<file path="src/hdl/wsw_pkg.sv">
// Package with register map, field layout and modes of the watchdog block
package wsw_pkg;

	// Register byte addresses on the Wishbone bus
	localparam logic [3:0] ADR_CTRL   = 4'h0;
	localparam logic [3:0] ADR_STATUS = 4'h4;
	localparam logic [3:0] ADR_WAKE   = 4'h8;
	localparam logic [3:0] ADR_SMODE  = 4'hc;
	localparam logic [3:0] ADR_CMD    = 4'h0;
	localparam logic [3:0] ADR_CMDREG = 4'h0;
	localparam int         ADR_MSB    = 4;
	localparam logic [4:0] ADR_INSTR  = 5'h10;

	// Watchdog control register layout and power-on value
	localparam int         CTRL_KEEP  = 7;
	localparam int         CTRL_WS_HI = 6;
	localparam int         CTRL_WS_LO = 4;
	localparam int         CTRL_EN_HI = 3;
	localparam int         CTRL_EN_LO = 0;
	localparam logic [7:0] CTRL_RST   = 8'h7a;
	localparam logic [3:0] EN_OFF     = 4'ha;

	// Status register layout
	localparam int STAT_PDF  = 0;
	localparam int STAT_TO   = 1;
	localparam int STAT_ON   = 2;
	localparam int STAT_MODE = 4;

	// Instruction register bits, one bit per instruction; every set bit of a write acts
	localparam int CMD_STOP   = 0;
	localparam int CMD_SINGLE = 1;
	localparam int CMD_FIRST  = 2;
	localparam int CMD_SECOND = 3;

	// Counter size and timeout base exponent
	localparam int         CNT_W   = 15;
	localparam int         WS_BASE = 8;
	localparam logic [1:0] DIV_MAX = 2'h3;   // System clock divided by 4

	typedef enum logic [1:0] {
		MODE_RUN,
		MODE_SLEEP,
		MODE_IDLE0,
		MODE_CLOCK_RUNNING_IDLE
	} wsw_mode_e;

	typedef enum logic [1:0] {
		LAST_NONE,
		LAST_FIRST,
		LAST_SECOND
	} wsw_last_e;

	// Terminal count for a timeout code: 2**(8+code)-1, so a wrap every 2**(8+code) ticks
	function automatic logic [CNT_W-1:0] wsw_limit(input logic [2:0] ws);
		logic [CNT_W:0] full;
		full = 16'h0001 << (WS_BASE + int'(ws));
		wsw_limit = full[CNT_W-1:0] - 15'h0001;
	endfunction

endpackage

</file>
<file path="src/hdl/wsw_wdt_count.sv">
// Watchdog counter with selectable overflow point
`timescale 1ns/1ns
module wsw_wdt_count
(
	// Clock and reset
	input  wire logic                      clk_i,
	input  wire logic                      rst_i,
	// Control
	input  wire logic                      tick_i,
	input  wire logic                      clr_i,
	input  wire logic [2:0]                ws_i,
	// Status
	output logic [wsw_pkg::CNT_W-1:0]      cnt_o,
	output logic                           ovf_o
);

	logic [wsw_pkg::CNT_W-1:0] cnt_q;
	logic [wsw_pkg::CNT_W-1:0] cnt_d;
	logic                      ovf_q;
	logic                      ovf_d;

	// Count ticks, wrap at the selected terminal count
	always_comb
	begin
		cnt_d = cnt_q;
		ovf_d = 1'b0;
		if (clr_i)
			cnt_d = '0;
		else if (tick_i)
		begin
			if (cnt_q >= wsw_pkg::wsw_limit(ws_i))
			begin
				cnt_d = '0;
				ovf_d = 1'b1;
			end
			else
				cnt_d = cnt_q + 15'h0001;
		end
	end

	always_ff @(posedge clk_i)
	begin
		if (rst_i)
		begin
			cnt_q <= '0;
			ovf_q <= 1'b0;
		end
		else
		begin
			cnt_q <= cnt_d;
			ovf_q <= ovf_d;
		end
	end

	assign cnt_o = cnt_q;
	assign ovf_o = ovf_q;

endmodule // wsw_wdt_count

</file>
<file path="src/hdl/wsw_pa_wake.sv">
// Port A falling edge wake detector, one enable per pin
`timescale 1ns/1ns
module wsw_pa_wake
(
	// Clock and reset
	input  wire logic       clk_i,
	input  wire logic       rst_i,
	// Pins and enables
	input  wire logic [7:0] pin_i,
	input  wire logic [7:0] en_i,
	// Wake request
	output logic            wake_o
);

	logic [7:0] prev_q;
	logic [7:0] prev_d;
	logic [7:0] fall;
	logic       wake_q;
	logic       wake_d;

	// Per pin edge detection
	genvar g;
	generate
		for (g = 0; g < 8; g++)
		begin : g_pin
			assign prev_d[g] = pin_i[g];
			assign fall[g]   = prev_q[g] & ~pin_i[g] & en_i[g];
		end
	endgenerate

	always_comb
	begin
		wake_d = |fall;
	end

	// Pins idle high after reset so no false edge appears
	always_ff @(posedge clk_i)
	begin
		if (rst_i)
		begin
			prev_q <= 8'hff;
			wake_q <= 1'b0;
		end
		else
		begin
			prev_q <= prev_d;
			wake_q <= wake_d;
		end
	end

	assign wake_o = wake_q;

endmodule // wsw_pa_wake

</file>
<file path="src/hdl/wsw_top.sv">
// Watchdog timer with standby and wake-up control, Wishbone slave
// How it works
// - Stop enters clock-running idle only with idle select and keep-clock set
// - Clock-running idle keeps system, time base and slow clocks on
// - Entering standby changes no stored register or port value
// - Stop clears the counter; enabled watchdog keeps counting the slow clock, the system clock source only in clock-running idle
// - Stop sets the power-down flag and clears the expired flag
// - Standby wakes on external reset, Port A edge, interrupt or overflow
// - External reset wake gives full reset; overflow wake resets PC and SP only
// - Overflow in standby sets expired flag, resets only PC and SP
// - Power-down flag cleared by power-up or clears, set by stop
// - Each Port A pin wake enabled alone; wake resumes after stop
// - Disabled or stack-full interrupt wake resumes; request stays pending
// - Enabled interrupt with free stack gets normal response after wake
// - Interrupt already requested before standby cannot wake the device
// - Option picks slow auxiliary clock or system clock over four
// - Timeout select gives 2**(8+code) watchdog clocks
// - Disabled only when option says disable and enable field is 1010
// - Control register resets to 0x7a
// - Watchdog instructions do nothing while the watchdog is disabled
// - Overflow resets the device; software clears in time to prevent it
// - Bit 7 keeps system clock running in idle
// - Two-clear option: clears must alternate, repeats have no effect
// - Counter cleared by low reset pin and by stop
//
// The register addresses and the Wishbone interface to the registers were left to the implementer.
`timescale 1ns/1ns
module wsw_top
(
	// Clock and reset
	input  wire logic        clk_i,
	input  wire logic        rst_i,
	// Wishbone slave
	input  wire logic        wb_cyc_i,
	input  wire logic        wb_stb_i,
	input  wire logic        wb_we_i,
	input  wire logic [4:0]  wb_adr_i,
	input  wire logic [3:0]  wb_sel_i,
	input  wire logic [31:0] wb_dat_i,
	output logic      [31:0] wb_dat_o,
	output logic             wb_ack_o,
	// Configuration options
	input  wire logic        cfg_src_sys_i,
	input  wire logic        cfg_wdt_off_i,
	input  wire logic        cfg_two_clear_i,
	// Clocks, pins and interrupt state
	input  wire logic        slow_tick_i,
	input  wire logic        ext_rst_n_i,
	input  wire logic [7:0]  porta_i,
	input  wire logic        irq_req_i,
	input  wire logic        irq_en_i,
	input  wire logic        stack_full_i,
	// System controls
	output logic             standby_o,
	output logic             sysclk_run_o,
	output logic             aux_clk_run_o,
	output logic             wake_o,
	output logic             wdt_reset_o,
	output logic             pc_sp_reset_o,
	output logic             sys_reset_o,
	output logic             irq_service_o,
	output logic             resume_next_o
);

	// Register state
	logic [7:0]              ctrl_q, ctrl_d;
	logic [7:0]              wake_en_q, wake_en_d;
	logic                    idle_sel_q, idle_sel_d;
	logic                    pdf_q, pdf_d;
	logic                    to_q, to_d;
	logic                    irq_pre_q, irq_pre_d;
	logic                    irq_pend_q, irq_pend_d;
	wsw_pkg::wsw_mode_e      mode_q, mode_d;
	wsw_pkg::wsw_last_e      last_q, last_d;
	logic [1:0]              div_q, div_d;
	logic                    ack_q, ack_d;
	logic [31:0]             dat_q, dat_d;
	// Registered outputs
	logic sysclk_q, sysclk_d, aux_q, aux_d, wake_q, wake_d;
	logic wreset_q, wreset_d, pcsp_q, pcsp_d, sreset_q, sreset_d;
	logic isvc_q, isvc_d, resume_q, resume_d, stby_q, stby_d;
	// Decoded terms
	logic                    req, wr, standby, wdt_on;
	logic                    stop_go, clear_ok, cnt_clr, tick, count_ok;
	logic                    is_single, is_first, is_second;
	logic                    pa_wake, ovf, irq_wake;
	logic [wsw_pkg::CNT_W-1:0] cnt;

	// Bus decode; instructions are ignored while halted
	assign req       = wb_cyc_i & wb_stb_i & ~ack_q;
	assign wr        = req & wb_we_i & wb_sel_i[0];
	assign standby   = (mode_q != wsw_pkg::MODE_RUN);
	assign stop_go   = wr & ~standby & (wb_adr_i == wsw_pkg::ADR_INSTR)
	                   & wb_dat_i[wsw_pkg::CMD_STOP];
	assign is_single = wr & ~standby & (wb_adr_i == wsw_pkg::ADR_INSTR)
	                   & wb_dat_i[wsw_pkg::CMD_SINGLE];
	assign is_first  = wr & ~standby & (wb_adr_i == wsw_pkg::ADR_INSTR)
	                   & wb_dat_i[wsw_pkg::CMD_FIRST];
	assign is_second = wr & ~standby & (wb_adr_i == wsw_pkg::ADR_INSTR)
	                   & wb_dat_i[wsw_pkg::CMD_SECOND];

	// Enable decode: both the option and the field must say off
	assign wdt_on = ~(cfg_wdt_off_i &
	                  (ctrl_q[wsw_pkg::CTRL_EN_HI:wsw_pkg::CTRL_EN_LO]
	                   == wsw_pkg::EN_OFF));

	// Clears only act when enabled; two-clear style must alternate
	always_comb
	begin
		clear_ok = 1'b0;
		if (wdt_on)
		begin
			if (!cfg_two_clear_i)
				clear_ok = is_single;
			else
				clear_ok = (is_first & (last_q != wsw_pkg::LAST_FIRST))
				         | (is_second & (last_q != wsw_pkg::LAST_SECOND));
		end
	end

	// Counter clear sources; a disabled watchdog is held at zero
	assign cnt_clr = stop_go | clear_ok | ~ext_rst_n_i | ~wdt_on;

	// System clock source stops in sleep and plain idle, slow one does not
	assign count_ok = wdt_on & (~cfg_src_sys_i |
	                  (mode_q == wsw_pkg::MODE_RUN) |
	                  (mode_q == wsw_pkg::MODE_CLOCK_RUNNING_IDLE));
	assign tick = count_ok & (cfg_src_sys_i ? (div_q == wsw_pkg::DIV_MAX)
	                                        : slow_tick_i);

	// Divide-by-four enable for the system clock source
	always_comb
	begin
		div_d = div_q + 2'h1;
	end

	wsw_wdt_count u_count
	(
		.clk_i (clk_i),
		.rst_i (rst_i),
		.tick_i(tick),
		.clr_i (cnt_clr),
		.ws_i  (ctrl_q[wsw_pkg::CTRL_WS_HI:wsw_pkg::CTRL_WS_LO]),
		.cnt_o (cnt),
		.ovf_o (ovf)
	);

	wsw_pa_wake u_pa
	(
		.clk_i (clk_i),
		.rst_i (rst_i),
		.pin_i (porta_i),
		.en_i  (wake_en_q),
		.wake_o(pa_wake)
	);

	// A request already raised at stop time cannot wake
	assign irq_wake = irq_req_i & ~irq_pre_q;

	// Register, mode and flag next state
	always_comb
	begin
		ctrl_d     = ctrl_q;
		wake_en_d  = wake_en_q;
		idle_sel_d = idle_sel_q;
		pdf_d      = pdf_q;
		to_d       = to_q;
		irq_pre_d  = irq_pre_q;
		irq_pend_d = irq_pend_q;
		mode_d     = mode_q;
		last_d     = last_q;
		wake_d     = 1'b0;
		wreset_d   = 1'b0;
		pcsp_d     = 1'b0;
		isvc_d     = 1'b0;
		resume_d   = 1'b0;
		sreset_d   = ~ext_rst_n_i;
		// Software writes to the plain registers
		if (wr && wb_adr_i == {1'b0, wsw_pkg::ADR_CTRL})
			ctrl_d = wb_dat_i[7:0];
		if (wr && wb_adr_i == {1'b0, wsw_pkg::ADR_WAKE})
			wake_en_d = wb_dat_i[7:0];
		if (wr && wb_adr_i == {1'b0, wsw_pkg::ADR_SMODE})
			idle_sel_d = wb_dat_i[0];
		// Clear instructions drop the power-down flag
		if (clear_ok)
		begin
			pdf_d = 1'b0;
			if (is_first)
				last_d = wsw_pkg::LAST_FIRST;
			else if (is_second)
				last_d = wsw_pkg::LAST_SECOND;
		end
		// Stop: flags, request snapshot and mode change, everything else holds
		if (stop_go)
		begin
			pdf_d     = 1'b1;
			to_d      = 1'b0;
			irq_pre_d = irq_req_i;
			if (!idle_sel_q)
				mode_d = wsw_pkg::MODE_SLEEP;
			else if (ctrl_q[wsw_pkg::CTRL_KEEP])
				mode_d = wsw_pkg::MODE_CLOCK_RUNNING_IDLE;
			else
				mode_d = wsw_pkg::MODE_IDLE0;
		end
		// Wake sources in priority order
		if (standby)
		begin
			if (!ext_rst_n_i)
			begin
				wake_d = 1'b1;
				mode_d = wsw_pkg::MODE_RUN;
			end
			else if (ovf)
			begin
				wake_d = 1'b1;
				to_d   = 1'b1;
				pcsp_d = 1'b1;
				mode_d = wsw_pkg::MODE_RUN;
			end
			else if (pa_wake)
			begin
				wake_d   = 1'b1;
				resume_d = 1'b1;
				mode_d   = wsw_pkg::MODE_RUN;
			end
			else if (irq_wake)
			begin
				wake_d = 1'b1;
				mode_d = wsw_pkg::MODE_RUN;
				if (irq_en_i && !stack_full_i)
					isvc_d = 1'b1;
				else
				begin
					resume_d   = 1'b1;
					irq_pend_d = 1'b1;
				end
			end
		end
		else
		begin
			// Running overflow resets the device
			if (ovf)
			begin
				to_d     = 1'b1;
				wreset_d = 1'b1;
			end
			// Deferred interrupt once enabled with stack room
			if (irq_pend_q && irq_en_i && !stack_full_i)
			begin
				isvc_d     = 1'b1;
				irq_pend_d = 1'b0;
			end
		end
		// Clocks per mode
		sysclk_d = (mode_d == wsw_pkg::MODE_RUN) ||
		           (mode_d == wsw_pkg::MODE_CLOCK_RUNNING_IDLE);
		aux_d    = (mode_d != wsw_pkg::MODE_SLEEP) || wdt_on;
		stby_d   = (mode_d != wsw_pkg::MODE_RUN);
	end

	// Bus answer: one-cycle ack, unmapped reads return zero
	always_comb
	begin
		ack_d = req;
		dat_d = 32'h0000_0000;
		if (req && !wb_we_i)
		begin
			case (wb_adr_i)
				{1'b0, wsw_pkg::ADR_CTRL}:   dat_d[7:0] = ctrl_q;
				{1'b0, wsw_pkg::ADR_STATUS}:
				begin
					dat_d[wsw_pkg::STAT_PDF] = pdf_q;
					dat_d[wsw_pkg::STAT_TO]  = to_q;
					dat_d[wsw_pkg::STAT_ON]  = wdt_on;
					dat_d[wsw_pkg::STAT_MODE +: 2] = mode_q;
				end
				{1'b0, wsw_pkg::ADR_WAKE}:   dat_d[7:0] = wake_en_q;
				{1'b0, wsw_pkg::ADR_SMODE}:  dat_d[0]   = idle_sel_q;
				default:                     dat_d      = 32'h0000_0000;
			endcase
		end
	end

	// State registers
	always_ff @(posedge clk_i)
	begin
		if (rst_i)
		begin
			ctrl_q     <= wsw_pkg::CTRL_RST;
			wake_en_q  <= 8'h00;
			idle_sel_q <= 1'b0;
			pdf_q      <= 1'b0;
			to_q       <= 1'b0;
			irq_pre_q  <= 1'b0;
			irq_pend_q <= 1'b0;
			mode_q     <= wsw_pkg::MODE_RUN;
			last_q     <= wsw_pkg::LAST_NONE;
			div_q      <= 2'h0;
			ack_q      <= 1'b0;
			dat_q      <= 32'h0000_0000;
			sysclk_q   <= 1'b1;
			aux_q      <= 1'b1;
			wake_q     <= 1'b0;
			wreset_q   <= 1'b0;
			pcsp_q     <= 1'b0;
			sreset_q   <= 1'b0;
			isvc_q     <= 1'b0;
			resume_q   <= 1'b0;
			stby_q     <= 1'b0;
		end
		else
		begin
			ctrl_q     <= ctrl_d;
			wake_en_q  <= wake_en_d;
			idle_sel_q <= idle_sel_d;
			pdf_q      <= pdf_d;
			to_q       <= to_d;
			irq_pre_q  <= irq_pre_d;
			irq_pend_q <= irq_pend_d;
			mode_q     <= mode_d;
			last_q     <= last_d;
			div_q      <= div_d;
			ack_q      <= ack_d;
			dat_q      <= dat_d;
			sysclk_q   <= sysclk_d;
			aux_q      <= aux_d;
			wake_q     <= wake_d;
			wreset_q   <= wreset_d;
			pcsp_q     <= pcsp_d;
			sreset_q   <= sreset_d;
			isvc_q     <= isvc_d;
			resume_q   <= resume_d;
			stby_q     <= stby_d;
		end
	end

	// Outputs straight from flops
	assign wb_ack_o      = ack_q;
	assign wb_dat_o      = dat_q;
	assign standby_o     = stby_q;
	assign sysclk_run_o  = sysclk_q;
	assign aux_clk_run_o = aux_q;
	assign wake_o        = wake_q;
	assign wdt_reset_o   = wreset_q;
	assign pc_sp_reset_o = pcsp_q;
	assign sys_reset_o   = sreset_q;
	assign irq_service_o = isvc_q;
	assign resume_next_o = resume_q;
endmodule // wsw_top

</file>
<file path="config.mk">
export PLATFORM = sky130hd
export DESIGN_NAME = wsw_top
export DESIGN_NICKNAME = d
export VERILOG_FILES = /design/src/hdl/wsw_pkg.sv /design/src/hdl/wsw_wdt_count.sv /design/src/hdl/wsw_pa_wake.sv /design/src/hdl/wsw_top.sv
export SDC_FILE = /design/constraint.sdc
export NUM_CORES = 1
export LEC_CHECK = 0
export ABC_AREA = 1
export BUFFER_PORTS_ARGS = -buffer_cell sky130_fd_sc_hd__buf_2
export CELL_PAD_IN_SITES_DETAIL_PLACEMENT = 1
export CELL_PAD_IN_SITES_GLOBAL_PLACEMENT = 1
export CORE_ASPECT_RATIO = 1.75
export CORE_MARGIN = 2
export CORE_UTILIZATION = 24
export DETAILED_ROUTE_END_ITERATION = 16
export PLACE_DENSITY_LB_ADDON = 0.15
export SYNTH_ARGS = -nofsm -noshare
export SYNTH_HDL_FRONTEND = slang
export SYNTH_HIERARCHICAL = 1
export SYNTH_SLANG_ARGS = --single-unit
</file>
<file path="constraint.sdc">
create_clock -name clk_i -period 4.7 [get_ports clk_i]
set_input_delay 0.94 -clock clk_i [delete_from_list [all_inputs] [get_ports clk_i]]
set_output_delay 0.94 -clock clk_i [all_outputs]
set_load 0.01 [all_outputs]
</file>
======== After elaboration in Yosys (flattened, before gate mapping) ========
Index checks and enable logic that the tools add are counted.
storage, ports and cells
  flip-flop bits (word level) ............. 94
  output and inout bits ................... 42
  word-level logic and storage cells ...... 179
cells by class
  mux-type cells .......................... 48
  reduce and logical (&&, ||, !) cells .... 29
  add/sub/neg operators ................... 4
  shifts and indexed selects .............. 1
  equality and inequality tests ........... 16
  bitwise logic cells ..................... 54
  $lt $le $gt $ge ......................... 1
operators with widths
  cell                                                                    count
  1-bit 2-to-1 mux                                                        33
  1-bit bitwise AND                                                       32
  1-bit by 32-bit << shifter with 15-bit output (first input constant)    1
  2-bit 2-to-1 mux                                                        9
  1-bit NOT                                                               16
  15-bit by 1-bit adder with 15-bit output (second input constant)        1
  15-bit greater-or-equal comparator                                      1
  15-bit 2-to-1 mux                                                       1
  15-bit by 1-bit subtractor with 15-bit output (second input constant)   1
  2-bit case mux with 3 select lines                                      2
  5-bit by 4-bit equality test with 1-bit output (second input constant)  2
  2-bit != test (second input constant)                                   5
  2-bit nonzero test                                                      5
  2-bit OR reduction                                                      4
  8-bit OR reduction                                                      1
  1-bit logical AND                                                       7
  2-bit equality test (second input constant)                             3
  2-bit by 1-bit != test with 1-bit output (second input constant)        3
  1-bit bitwise OR                                                        6
  6-bit AND reduction                                                     1
  3-bit OR reduction                                                      2
  4-bit by 3-bit adder with 5-bit output (first input constant)           1
  5-bit by 3-bit equality test with 1-bit output (second input constant)  1
  5-bit equality test (second input constant)                             1
  other kinds (11)                                                        14

======== Logic depth before layout (Yosys ltp) ========
Gate-level depths: netlist of the first run.
  word-level depth ........................ 15
  mapped depth ............................ 17
  depth with buffers taken out ............ 16

======== Cells and area by module ========
Netlist of the first run, hierarchy kept.
modules (own cells, without submodules)
  module         cells an instance  times used  sequential area each (um2)  area each (um2)
  wsw_top        269                1           900.9                       2052.0
  wsw_wdt_count  156                1           320.3                       1081.0
  wsw_pa_wake    41                 1           180.2                       311.5

======== Worst setup path before layout of the first run ========
No wires, ideal clock.
  kind .................................... register to register
  start point ............................. reg ctrl_q[6]
  end point ............................... reg u_count.cnt_q, in the netlist u_count/cnt_o[7]
  setup slack ............................. 2471 ps
  path buffers ............................ 1
  setup time .............................. 64 ps
  stages on the path, launching flop included .. 18
  data arrival time ....................... 2165 ps
  path through ............................ dfxtp_1 -> inv_1 -> nand2_1 -> ha_1 -> o21ai_0 -> a21oi_1 -> xor2_1 -> ha_1 -> nand2_1 -> inv_1 -> nand2_1 -> nand2_1 -> a21oi_1 -> nand2_1 -> nand2_2 -> nand2_4 -> buf_6 -> nor2_1
on the way
  word-level cells in the longest chain between the ends .. 5
ends and longest elaborated chain
  element                                        RTL line             source
  from (decl)                                    wsw_top.sv:66        logic [7:0] ctrl_q, ctrl_d;
  from (signal assigned)                         wsw_top.sv:291       ctrl_q <= wsw_pkg::CTRL_RST;
  from (signal assigned)                         wsw_top.sv:315       ctrl_q <= ctrl_d;
  4-bit by 3-bit adder with 5-bit output         wsw_pkg.sv:56        full = 16'h0001 << (WS_BASE + int'(ws));
  1-bit by 32-bit << shifter with 15-bit output  wsw_pkg.sv:56
  15-bit by 1-bit subtractor with 15-bit output  wsw_pkg.sv:57        wsw_limit = full[CNT_W-1:0] - 15'h0001;
  15-bit greater-or-equal comparator             wsw_wdt_count.sv:31  if (cnt_q >= wsw_pkg::wsw_limit(ws_i))
  15-bit 2-to-1 mux                              wsw_wdt_count.sv:31
  to (signal assigned)                           wsw_wdt_count.sv:50  cnt_q <= cnt_d;
  to (decl)                                      wsw_wdt_count.sv:17  logic [wsw_pkg::CNT_W-1:0] cnt_q;
Every way passes these cells.
A chain may end at the register's enable or synchronous reset.

======== Final worst setup path of the first run ========
  start point ............................. reg ctrl_q[6]
  end point ............................... reg u_count.cnt_q, in the netlist u_count/cnt_o[4]
Same word-level chain as after synthesis.

==> impl_metrics.toml, run 1 <==
[setup_path]
setup.reg_to_reg.worst_slack_ps = 2160
critPathBufInv = 2
worst_r2r_path_depth = 16
r2r_end = "u_count/cnt_o[4]$_SDFFE_PP0P_"
worstSetupPathDepth = 16
critPathLaunch = "ctrl_q[6]$_SDFFE_PP1P_"
cp-start-kind = "register"
worst_path_largest_cell_delay_ps = 450
crit_fanout = 15
crit_path_frequent_cell = "sky130_fd_sc_hd__nand2_1"
critical_path.endpoint_type = "register"
worst-endpoint-required_ps = 4970
timing_worst_setup_path_type = "reg -> reg"
endpoint = "u_count/cnt_o[4]$_SDFFE_PP0P_"
critical-path-top-delay-family = "simple AND/OR/NAND/NOR gates"
critical-path-slowest-cell = "sky130_fd_sc_hd__dfxtp_1"
cp_data_arrival_time_ps = 2810
r2r_start = "ctrl_q[6]$_SDFFE_PP1P_"
crit_path_cell_trace = "inv_1 > nand2_1 > ha_1 > o21ai_0 > a21oi_1 > xor2_1 > ha_1 > nand2_1 > inv_1 > nand2_1 > nand2_1 > a21oi_1 > nand2_1 > nand2_2 > nand2_4 > nor2_1"

[die]
dieArea_um2 = 15360
floorplan.initialDensity = 0.2422
core_um2 = 14220
die_y_um = 162.5
num_io_pins = 104
die_w_um = 94.56
fp-row-count = 58

[run_status]
result_of_the_run = "completed"

[global_routing]
globalRouteOverflowTotal = 0
first_global_vias = 3027
grt_max_degree = 25
globalRouteTotalUtil = 0.1299
antenna_found_initial = 0
grt_pass1_wl_um = 14940

[synth]
register_area_share_after_synthesis = 0.4068
synth.cell_area_um2 = 3445
synth_unique_cells = 34
synth_cells = 466
netlist.area_leader.share = 0.4068
synth_top_cell_by_area = "sky130_fd_sc_hd__dfxtp_1"
synth_async_sr_flop_share = 0
ranking_of_synthesized_cells_by_instance_count = "sky130_fd_sc_hd__nand2_1, sky130_fd_sc_hd__dfxtp_1, sky130_fd_sc_hd__nor2_1"
yosys_most_used_dff = "sky130_fd_sc_hd__dfxtp_1"
yosys_warns = 6
yosys_register_bits = 70
yosys.cell_count.top_type = "sky130_fd_sc_hd__nand2_1"
main_area_contributors_after_synthesis = "sky130_fd_sc_hd__dfxtp_1, sky130_fd_sc_hd__nand2_1, sky130_fd_sc_hd__nor2_1, sky130_fd_sc_hd__buf_4, sky130_fd_sc_hd__nand3_1"
synth-edff-count = 0
syn_avg_cell_area_um2 = 7.392

[sta]
max_slew_vio_count = 0
timing.final.setup_violations = 0
period_needed_ps = 2539
rsz_0062_raised_after_global_routing = "no"
achievable-frequency_mhz = 393.9
fin_tns_setup_ps = 0
maxSlewHeadroom = 0.4569
period_share = 0.5401
final-hold-violation-count = 0
worst_tran_pin_value_ps = 813.7
finClkSkew_ps = 6.528

[drt]
dr.first_iter.drc_count = 50
routed_wl_um = 9497
route.vias.total = 3032
post-route-drc-count = 0
routedWlPerCell_um = 13.45
antenna_left = 0
drt_pre_antenna_iters = 4
viasPerCell = 4.295

[clock_tree]
cts_repair_resize_count = 0
clk_latency_ps = 340
worst_setup_hold_path_clk_slew_ps = 70
clock_tree.htree_level_count = 3
tritoncts_clock_tree = "yes"
clock_path_buffers = 2
number_of_buffers_inserted_by_hold_repair_at_cts = 0
cts_setup_buffers = 0
clockRootBuffer = "sky130_fd_sc_hd__clkbuf_16"
clock_sink_count = 70
cts_inserted_buffers = 9

[cells_and_area]
num_antenna_cells = 0
share_of_cells_above_drive_strength_1 = 0.1882
syn2layout_area_growth_pct = 18.49
finish.net_count = 595

[power]
power_leakage_nw = 1.874
power.density_cell_area_nw_per_um2 = 331.2
ir_drop_worst_vdd_mv = 0.1413
power.total_mw = 1.352

[job]
number_of_max_cap_violations = 0

[min_path]
hold_path_class = "reg -> reg"

[placed_design]
count_of_buffers_inserted_at_the_top_level_ports = 52
final_weighted_congestion_in_routability_driven_placement = 0.7490
detailedPlacementHpwl_um = 7661
[logic make-up (layout without fill, tap and decap cells)]
| logic type | Yosys count | after routing | share of synthesized area |
|---|---|---|---|
| flops | 70 | 70 | 0.4068 |
| simple gates | 234 | 234 | 0.3135 |
| other cells | 1 | 24 | 0.001089 |
| fa+ha+maj | 12 | 12 | 0.04359 |
| mux | 1 | 1 | 0.002906 |
| compound gates | 53 | 53 | 0.08137 |
| buf+inv | 85 | 122 | 0.1253 |
| xor+xnor | 10 | 10 | 0.02543 |
[metrics by stage]
step	hold slack (ps)	worst slack, ps	util	std cells	cell area, µm²
floorplan	399.2	2471	-	489	3531
global placement	408.7	1780	0.2663	690	3787
detailed placement	422.3	1754	0.2663	690	3787
CTS	431.2	2084	0.2869	706	4081
global route	441.0	1750	0.2869	706	4081
finish	430.1	2161	0.2869	706	4081
[routing by layer]
metal / vias up / wire length, µm / GRT usage
met5: - / 0 / 0
met4: 0 / 144 / 0.04875
li1: 1552 / - / -
met1: 1428 / 3519 / 0.1264
met2: 45 / 5560 / 0.2545
met3: 7 / 273 / 0.03239
[registers in the layout, summed over array words and instances (netlist names), 2 cells and up]
name	flops
wb_dat_o	8
u_pa/prev_q	8
div_q	2
u_count/cnt_o	15
mode_q	2
last_q	2
ctrl_q	8
wake_en_q	8
[final cells by class]
class / count / area (µm²)
inverters: 54 / 202.7
multi-input cells: 334 / 1698
clock buffers: 9 / 225.2
fillers: 1803 / 10140
flip-flops and latches: 70 / 1401
repair buffers: 52 / 260.3
clock inverters: 7 / 68.82
well taps: 180 / 225.2
[power breakdown]
group	leakage (nW)	total, mW	internal [mW]	switching, mW
clock	0.147	0.681	0.376	0.305
sequential	0.567	0.602	0.600	0.00251
combinational	1.16	0.0686	0.0203	0.0483
[cell usage in the layout (no fill, tap or decap)]
cell and instances:
sky130_fd_sc_hd__nand2_2 4, sky130_fd_sc_hd__mux2i_1 1, sky130_fd_sc_hd__inv_6 4, sky130_fd_sc_hd__nand2_1 96
sky130_fd_sc_hd__a21oi_1 22, sky130_fd_sc_hd__o21a_1 1, sky130_fd_sc_hd__conb_1 24, sky130_fd_sc_hd__nand3b_1 1
sky130_fd_sc_hd__a21oi_2 1, sky130_fd_sc_hd__o211ai_1 1, sky130_fd_sc_hd__nand4_1 8, sky130_fd_sc_hd__xnor2_1 3
sky130_fd_sc_hd__xor2_1 7, sky130_fd_sc_hd__nand2_4 2, sky130_fd_sc_hd__a31oi_1 4, sky130_fd_sc_hd__dfxtp_1 70
sky130_fd_sc_hd__o22ai_1 1, sky130_fd_sc_hd__or2_2 1, sky130_fd_sc_hd__buf_2 52, sky130_fd_sc_hd__clkbuf_16 9
sky130_fd_sc_hd__ha_1 12, sky130_fd_sc_hd__inv_2 9, sky130_fd_sc_hd__nand3_2 3, sky130_fd_sc_hd__nand3_1 36
sky130_fd_sc_hd__nor2_4 5, sky130_fd_sc_hd__nor4_1 2, sky130_fd_sc_hd__o21ai_0 8, sky130_fd_sc_hd__inv_1 45
sky130_fd_sc_hd__nor3_4 1, sky130_fd_sc_hd__nor2_1 66, sky130_fd_sc_hd__nor2_2 4, sky130_fd_sc_hd__nor2_8 1
sky130_fd_sc_hd__o21ai_1 15, sky130_fd_sc_hd__nor3_1 4, sky130_fd_sc_hd__inv_8 3
[worst min path at each step]
stage,startpoint,end,slack (ps),depth (start not counted)
global route,div_q[0]$_SDFF_PP0_,div_q[0]$_SDFF_PP0_,440,1
global placement,div_q[0]$_SDFF_PP0_,div_q[0]$_SDFF_PP0_,410,1
CTS,div_q[0]$_SDFF_PP0_,div_q[0]$_SDFF_PP0_,430,1
detailed placement,div_q[0]$_SDFF_PP0_,div_q[0]$_SDFF_PP0_,420,1
floorplan,div_q[0]$_SDFF_PP0_,div_q[0]$_SDFF_PP0_,400,1
finish,div_q[0]$_SDFF_PP0_,div_q[0]$_SDFF_PP0_,430,1
No activity file was read; power rests on OpenSTA's default activity.
==> run 2, diff against run 1 <==
clock period = 2.5 ns   (was 4.7 ns; I/O delays follow)
==> run 2 against run 1 <==
  * Total power grew 92%
  * Clock skew fell by 0.93 ps
  * Worst setup slack got worse by 1900 ps
  * Cell area is 2.3% higher
  * Fmax rose by 13%
  * Routed wire length grew 0.21%
  * Sequential cell count unchanged
  * Register-to-register slack got worse by 1900 ps
  * Non-clock buffer count is 7 higher
  * Sequential share of layout area fell by 0.64 points
  * Worst hold slack got worse by 87 ps
  * Count of clock-buffer cells in the layout unchanged
  * Critical endpoint is now u_count/cnt_o[13]$_SDFFE_PP0P_
  * Largest cell class unchanged
==> impl_metrics.toml, run 2 (synthesized netlist as in run 1, its figures left out) <==
[run_status]
result_of_the_run = "completed"

[clock_tree]
clock_sink_count = 70
clockRootBuffer = "sky130_fd_sc_hd__clkbuf_16"
tritoncts_clock_tree = "yes"
worst_setup_hold_path_clk_slew_ps = 60
clock_path_buffers = 2
clk_latency_ps = 330
cts_repair_resize_count = 0
number_of_buffers_inserted_by_hold_repair_at_cts = 0
cts_inserted_buffers = 9
cts_setup_buffers = 0
clock_tree.htree_level_count = 3

[die]
floorplan.initialDensity = 0.2422
die_w_um = 94.56
die_y_um = 162.5
dieArea_um2 = 15360
core_um2 = 14220
fp-row-count = 58
num_io_pins = 104

[setup_path]
crit_path_cell_trace = "inv_1 > nand3_1 > ha_2 > o21ai_2 > a21oi_2 > xor2_1 > ha_1 > nand2_1 > inv_1 > nand2_1 > nand2_1 > a21oi_1 > nand2_1 > nand2_2 > nand2_8 > nor2_1"
timing_worst_setup_path_type = "reg -> reg"
crit_path_frequent_cell = "sky130_fd_sc_hd__nand2_1"
r2r_start = "ctrl_q[5]$_SDFFE_PP1P_"
critical-path-slowest-cell = "sky130_fd_sc_hd__dfxtp_4"
setup.reg_to_reg.worst_slack_ps = 250
critPathBufInv = 2
cp-start-kind = "register"
worst_path_largest_cell_delay_ps = 380
worst_r2r_path_depth = 16
crit_fanout = 15
worst-endpoint-required_ps = 2770
critical-path-top-delay-family = "simple AND/OR/NAND/NOR gates"
cp_data_arrival_time_ps = 2530
critical_path.endpoint_type = "register"
worstSetupPathDepth = 16
r2r_end = "u_count/cnt_o[13]$_SDFFE_PP0P_"

[global_routing]
grt_pass1_wl_um = 15390
first_global_vias = 3134
grt_max_degree = 25
antenna_found_initial = 0
globalRouteTotalUtil = 0.1309
globalRouteOverflowTotal = 0

[placed_design]
final_weighted_congestion_in_routability_driven_placement = 0.7511
dp_worst_slack_ps = 52.69
detailedPlacementHpwl_um = 7700
count_of_buffers_inserted_at_the_top_level_ports = 52

[cells_and_area]
finish.net_count = 602
share_of_cells_above_drive_strength_1 = 0.2120
layout.filler_cells = 1811
syn2layout_area_growth_pct = 21.18
mostFrequentLayoutCells = "sky130_fd_sc_hd__nand2_1, sky130_fd_sc_hd__dfxtp_1, sky130_fd_sc_hd__nor2_1"
largest_register_ff_count = 15
final_common_cell = "sky130_fd_sc_hd__nand2_1"
num_antenna_cells = 0

[sta]
final-hold-violation-count = 0
achievable-frequency_mhz = 443.5
worst_hold_margin_ps = 342.7
rsz_0062_raised_after_global_routing = "no"
max_slew_vio_count = 0
period_needed_ps = 2255
period_share = 0.9020
maxSlewHeadroom = 0.4740
timing.final.setup_violations = 0
finClkSkew_ps = 5.602
timing.final.ws_setup_ps = 245.1
fin_tns_setup_ps = 0
worst_tran_pin_value_ps = 788.1

[power]
power.total_mw = 2.589
power_leakage_nw = 1.908
ir_drop_worst_vdd_mv = 0.2686
power.density_cell_area_nw_per_um2 = 620.3

[drt]
routedWlPerCell_um = 13.35
drt_pre_antenna_iters = 4
antenna_left = 0
viasPerCell = 4.247
routed_wl_um = 9517
dr.first_iter.drc_count = 47
route.vias.total = 3028
post-route-drc-count = 0

[min_path]
timing.hold.worst.start = "porta_i[5]"
hold-path-cell-count = 3
min_to = "u_pa/prev_q[5]$_SDFF_PP1_"
hold_path_class = "in -> reg"

[job]
number_of_max_cap_violations = 0
run 2: worst max path at each step:
stage	startpoint	endpoint	slack, ps
2_1_floorplan	ctrl_q[6]$_SDFFE_PP1P_	u_count/cnt_o[7]$_SDFFE_PP0P_	270
3_3_place_gp	ctrl_q[5]$_SDFFE_PP1P_	u_count/cnt_o[9]$_SDFFE_PP0P_	110
3_5_place_dp	ctrl_q[5]$_SDFFE_PP1P_	u_count/cnt_o[6]$_SDFFE_PP0P_	50
4_1_cts	ctrl_q[5]$_SDFFE_PP1P_	u_count/cnt_o[13]$_SDFFE_PP0P_	30
5_1_grt	ctrl_q[5]$_SDFFE_PP1P_	u_count/cnt_o[14]$_SDFFE_PP0P_	1
6_report	ctrl_q[5]$_SDFFE_PP1P_	u_count/cnt_o[13]$_SDFFE_PP0P_	250
run 2: metrics by stage:
| step | utilization | area [µm²] | cells |
|---|---|---|---|
| global route | 0.2935 | 4174 | 713 |
| floorplan | - | 3531 | 489 |
| global placement | 0.2700 | 3840 | 697 |
| finish | 0.2935 | 4174 | 713 |
| detailed placement | 0.2700 | 3840 | 697 |
| CTS | 0.2914 | 4145 | 713 |
run 2: per-layer routing:
layer  vias up  GRT usage  routed length (µm)
li1       1567          -                   -
met1      1409     0.1269                3506
met2        41     0.2659                5566
met3        11    0.02314                 268
met4         0    0.04480                 175
met5         -          0                   0
run 2: area by class of cell:
type                    instances  area, µm²  share of cell area
multi-input cells             334       1722              0.4125
flip-flops and latches         70       1406              0.3369
repair buffers                 59      312.8             0.07494
clock buffers                   9      225.2             0.05396
well taps                     180      225.2             0.05396
inverters                      54      202.7             0.04856
clock inverters                 7      80.08             0.01918
run 2: where the power goes:
part	switching [mW]	internal [mW]	total, mW
Combinational	0.0928	0.0414	0.134
Sequential	0.00449	1.13	1.13
Clock	0.539	0.785	1.32
run 2: worst reg2reg max path: cells and delay by family, from the launching register on:
family	cells	cell delay, ps
AOI/OAI and AO/OA	3	290
xor gates and xnor gates	1	160
adders and majority gates	2	460
buffers and inverters	2	140
DFF	1	380
and+or+nand+nor	8	780
==> run 3, diff against run 2 <==
ABC_AREA = default   (was 1)
BUFFER_PORTS_ARGS = default   (was -buffer_cell sky130_fd_sc_hd__buf_2)
CTS_BUF_LIST = sky130_fd_sc_hd__clkbuf_4   (was default)
DONT_BUFFER_PORTS = 1   (was default)
==> run 3 against run 2 <==
  * The run now ends with negative setup slack left
  * Area after synthesis decreased by 1.5%
  * Clock power decreased by 42%
  * Synthesized cell count decreased by 19%
  * Cell area decreased by 7.4%
  * Largest cell class unchanged
==> impl_metrics.toml, run 3 <==
[synth]
synth_compound_area_frac = 0.1010
synth_top_family_by_area = "simple AND/OR/NAND/NOR gates"
yosys.cell_count.top_type = "sky130_fd_sc_hd__dfxtp_1"
synth_async_sr_flop_share = 0
synth_top_cell_by_area = "sky130_fd_sc_hd__dfxtp_1"
netlist.area_leader.share = 0.4128
synth.cell_area_um2 = 3395
synth_cells = 379
muxShareOfSynthArea = 0.05676
synthXorXnorAreaFrac = 0.03354
post_synth_fa_ha_maj_area_fraction = 0.04423
syn_avg_cell_area_um2 = 8.956
register_area_share_after_synthesis = 0.4128
synth_unique_cells = 52
yosys_register_bits = 70
synth-edff-count = 0
main_area_contributors_after_synthesis = "sky130_fd_sc_hd__dfxtp_1, sky130_fd_sc_hd__buf_4, sky130_fd_sc_hd__mux2i_1, sky130_fd_sc_hd__ha_1, sky130_fd_sc_hd__nor2_1"
post_synth_and_or_nand_nor_area_fraction = 0.2672
ranking_of_synthesized_cells_by_instance_count = "sky130_fd_sc_hd__dfxtp_1, sky130_fd_sc_hd__nor2_1, sky130_fd_sc_hd__nand2_1"
yosys_most_used_dff = "sky130_fd_sc_hd__dfxtp_1"
yosys_warns = 6

[drt]
post-route-drc-count = 0
viasPerCell = 4.461
routed_wl_um = 8915
routedWlPerCell_um = 15.29
met2_wirelength_um = 5176
dr.first_iter.drc_count = 52
drt_pre_antenna_iters = 4
route.vias.total = 2601
wl_met3_um = 337
highest_layer = "met4"
antenna_left = 0
m1WireLength_um = 3201

[setup_path]
cp-start-kind = "register"
crit_fanout = 12
critPathLaunch = "ctrl_q[5]$_SDFFE_PP1P_"
r2r_end = "u_count/cnt_o[3]$_SDFFE_PP0P_"
setup.reg_to_reg.worst_slack_ps = -60
critical-path-slowest-cell = "sky130_fd_sc_hd__or3_4"
critPathBufInv = 1
crit_path_frequent_cell = "sky130_fd_sc_hd__nor2_1"
worst-endpoint-required_ps = 2840
timing_worst_setup_path_type = "reg -> reg"
cp_data_arrival_time_ps = 2900
worst_path_largest_cell_delay_ps = 400
crit_path_cell_trace = "or3_4 > ha_4 > xor2_1 > nor2_1 > a21oi_1 > ha_1 > nand2_1 > o21a_1 > o211ai_1 > a41o_1 > buf_12 > nor2_1"
critical_path.endpoint_type = "register"
critical-path-top-delay-family = "compound AO/OA/AOI/OAI gates"
worst_r2r_path_depth = 12
r2r_start = "ctrl_q[5]$_SDFFE_PP1P_"

[sta]
rsz_0062_raised_after_global_routing = "yes"
worst_tran_pin_value_ps = 580.3
achievable-frequency_mhz = 390.6
period_needed_ps = 2560
finClkSkew_ps = 12.73
max_slew_vio_count = 0
period_share = 1.024
final-hold-violation-count = 0
fin_tns_setup_ps = -628.7
timing.final.ws_setup_ps = -60.27
maxSlewHeadroom = 0.6118
timing.final.setup_violations = 12

[placed_design]
dp_worst_slack_ps = -162.9
count_of_buffers_inserted_at_the_top_level_ports = 0
final_weighted_congestion_in_routability_driven_placement = 0.7234
detailedPlacementHpwl_um = 6875

[power]
ir_drop_worst_vdd_mv = 0.1656
power.density_cell_area_nw_per_um2 = 512.8
power.total_mw = 1.981
power_leakage_nw = 1.469

[global_routing]
globalRouteOverflowTotal = 0
antenna_found_initial = 1
grt_max_degree = 53
grt_pass1_wl_um = 14080
globalRouteTotalUtil = 0.1230
first_global_vias = 2723

[clock_tree]
clockRootBuffer = "sky130_fd_sc_hd__clkbuf_4"
clock_path_buffers = 2
worst_setup_hold_path_clk_slew_ps = 130
clock_tree.htree_level_count = 3
number_of_buffers_inserted_by_hold_repair_at_cts = 0
clock_sink_count = 70
cts_inserted_buffers = 9
tritoncts_clock_tree = "yes"
clk_latency_ps = 440

[min_path]
hold-path-cell-count = 1
hold_path_class = "in -> reg"
min_to = "sys_reset_o$_SDFF_PP0_"
timing.hold.worst.start = "ext_rst_n_i"

[cells_and_area]
finish.net_count = 474
syn2layout_area_growth_pct = 13.82
final_common_cell = "sky130_fd_sc_hd__dfxtp_1"
largest_register_ff_count = 15
mostFrequentLayoutCells = "sky130_fd_sc_hd__dfxtp_1, sky130_fd_sc_hd__nor2_1, sky130_fd_sc_hd__nand2_1"
share_of_cells_above_drive_strength_1 = 0.2272

[die]
die_y_um = 161.3
num_io_pins = 104
floorplan.initialDensity = 0.2453
core_um2 = 13840
dieArea_um2 = 15150
die_w_um = 93.90
fp-row-count = 57

[run_status]
result_of_the_run = "finished with violations"
failed_checks = "negative setup slack"

[job]
number_of_max_cap_violations = 0
## run 3: layer usage
layer  GRT usage  vias up
met5           0        -
met2      0.2351       40
met1      0.1211     1252
met3     0.03172       12
li1            -     1297
met4     0.05204        0
## run 3: cell type report
cell class              instances  area, µm²
repair buffers                 24      192.7
multi-input cells             287       1872
clock inverters                 7      72.57
clock buffers                   9      67.56
fillers                      1647       9972
diodes                          1      2.502
well taps                     177      221.5
flip-flops and latches         70       1405
inverters                       8      30.03
## run 3: where the power goes
group / internal (mW) / switching (mW) / leakage [nW] / total (mW)
Combinational: 0.0330 / 0.0477 / 0.829 / 0.0807
Clock: 0.306 / 0.462 / 0.0739 / 0.768
Sequential: 1.13 / 0.00489 / 0.566 / 1.13
Total: 1.47 / 0.515 / 1.47 / 1.98
## run 3: cells by family (layout without fill, tap and decap cells)
kind of cell	after synthesis	after routing
DFF	70	70
and+or+nand+nor	166	166
AOI/OAI and AO/OA	54	54
other	1	25
buffers and inverters	45	48
adders and majority gates	12	12
muxes	18	18
xor gates and xnor gates	13	13
## run 3: through the flow
step | instance area [µm²] | cells | util | hold WS, ps
global route | 3864 | 583 | 0.2793 | 54.71
CTS | 3829 | 581 | 0.2767 | 55.88
global placement | 3630 | 563 | 0.2623 | 402.7
floorplan | 3501 | 402 | - | 399.2
finish | 3864 | 583 | 0.2793 | 110.1
detailed placement | 3630 | 563 | 0.2623 | 424.1
## run 3: worst max path at each step
| stage | slack, ps | cells after the start | end |
|---|---|---|---|
| final | -60 | 12 | u_count/cnt_o[3]$_SDFFE_PP0P_ |
| after global routing | -230 | 12 | u_count/cnt_o[3]$_SDFFE_PP0P_ |
| after CTS | -70 | 12 | u_count/cnt_o[7]$_SDFFE_PP0P_ |
| after detailed placement | -160 | 12 | u_count/cnt_o[11]$_SDFFE_PP0P_ |
| after global placement | -160 | 12 | u_count/cnt_o[11]$_SDFFE_PP0P_ |
| after floorplan | -80 | 13 | u_count/cnt_o[7]$_SDFFE_PP0P_ |
## run 3: repair_timing
item,4_1_cts,5_1_grt
setup buffers,2,2
resized for setup,9,5
pin swaps,4,3
setup endpoints to repair,14,16
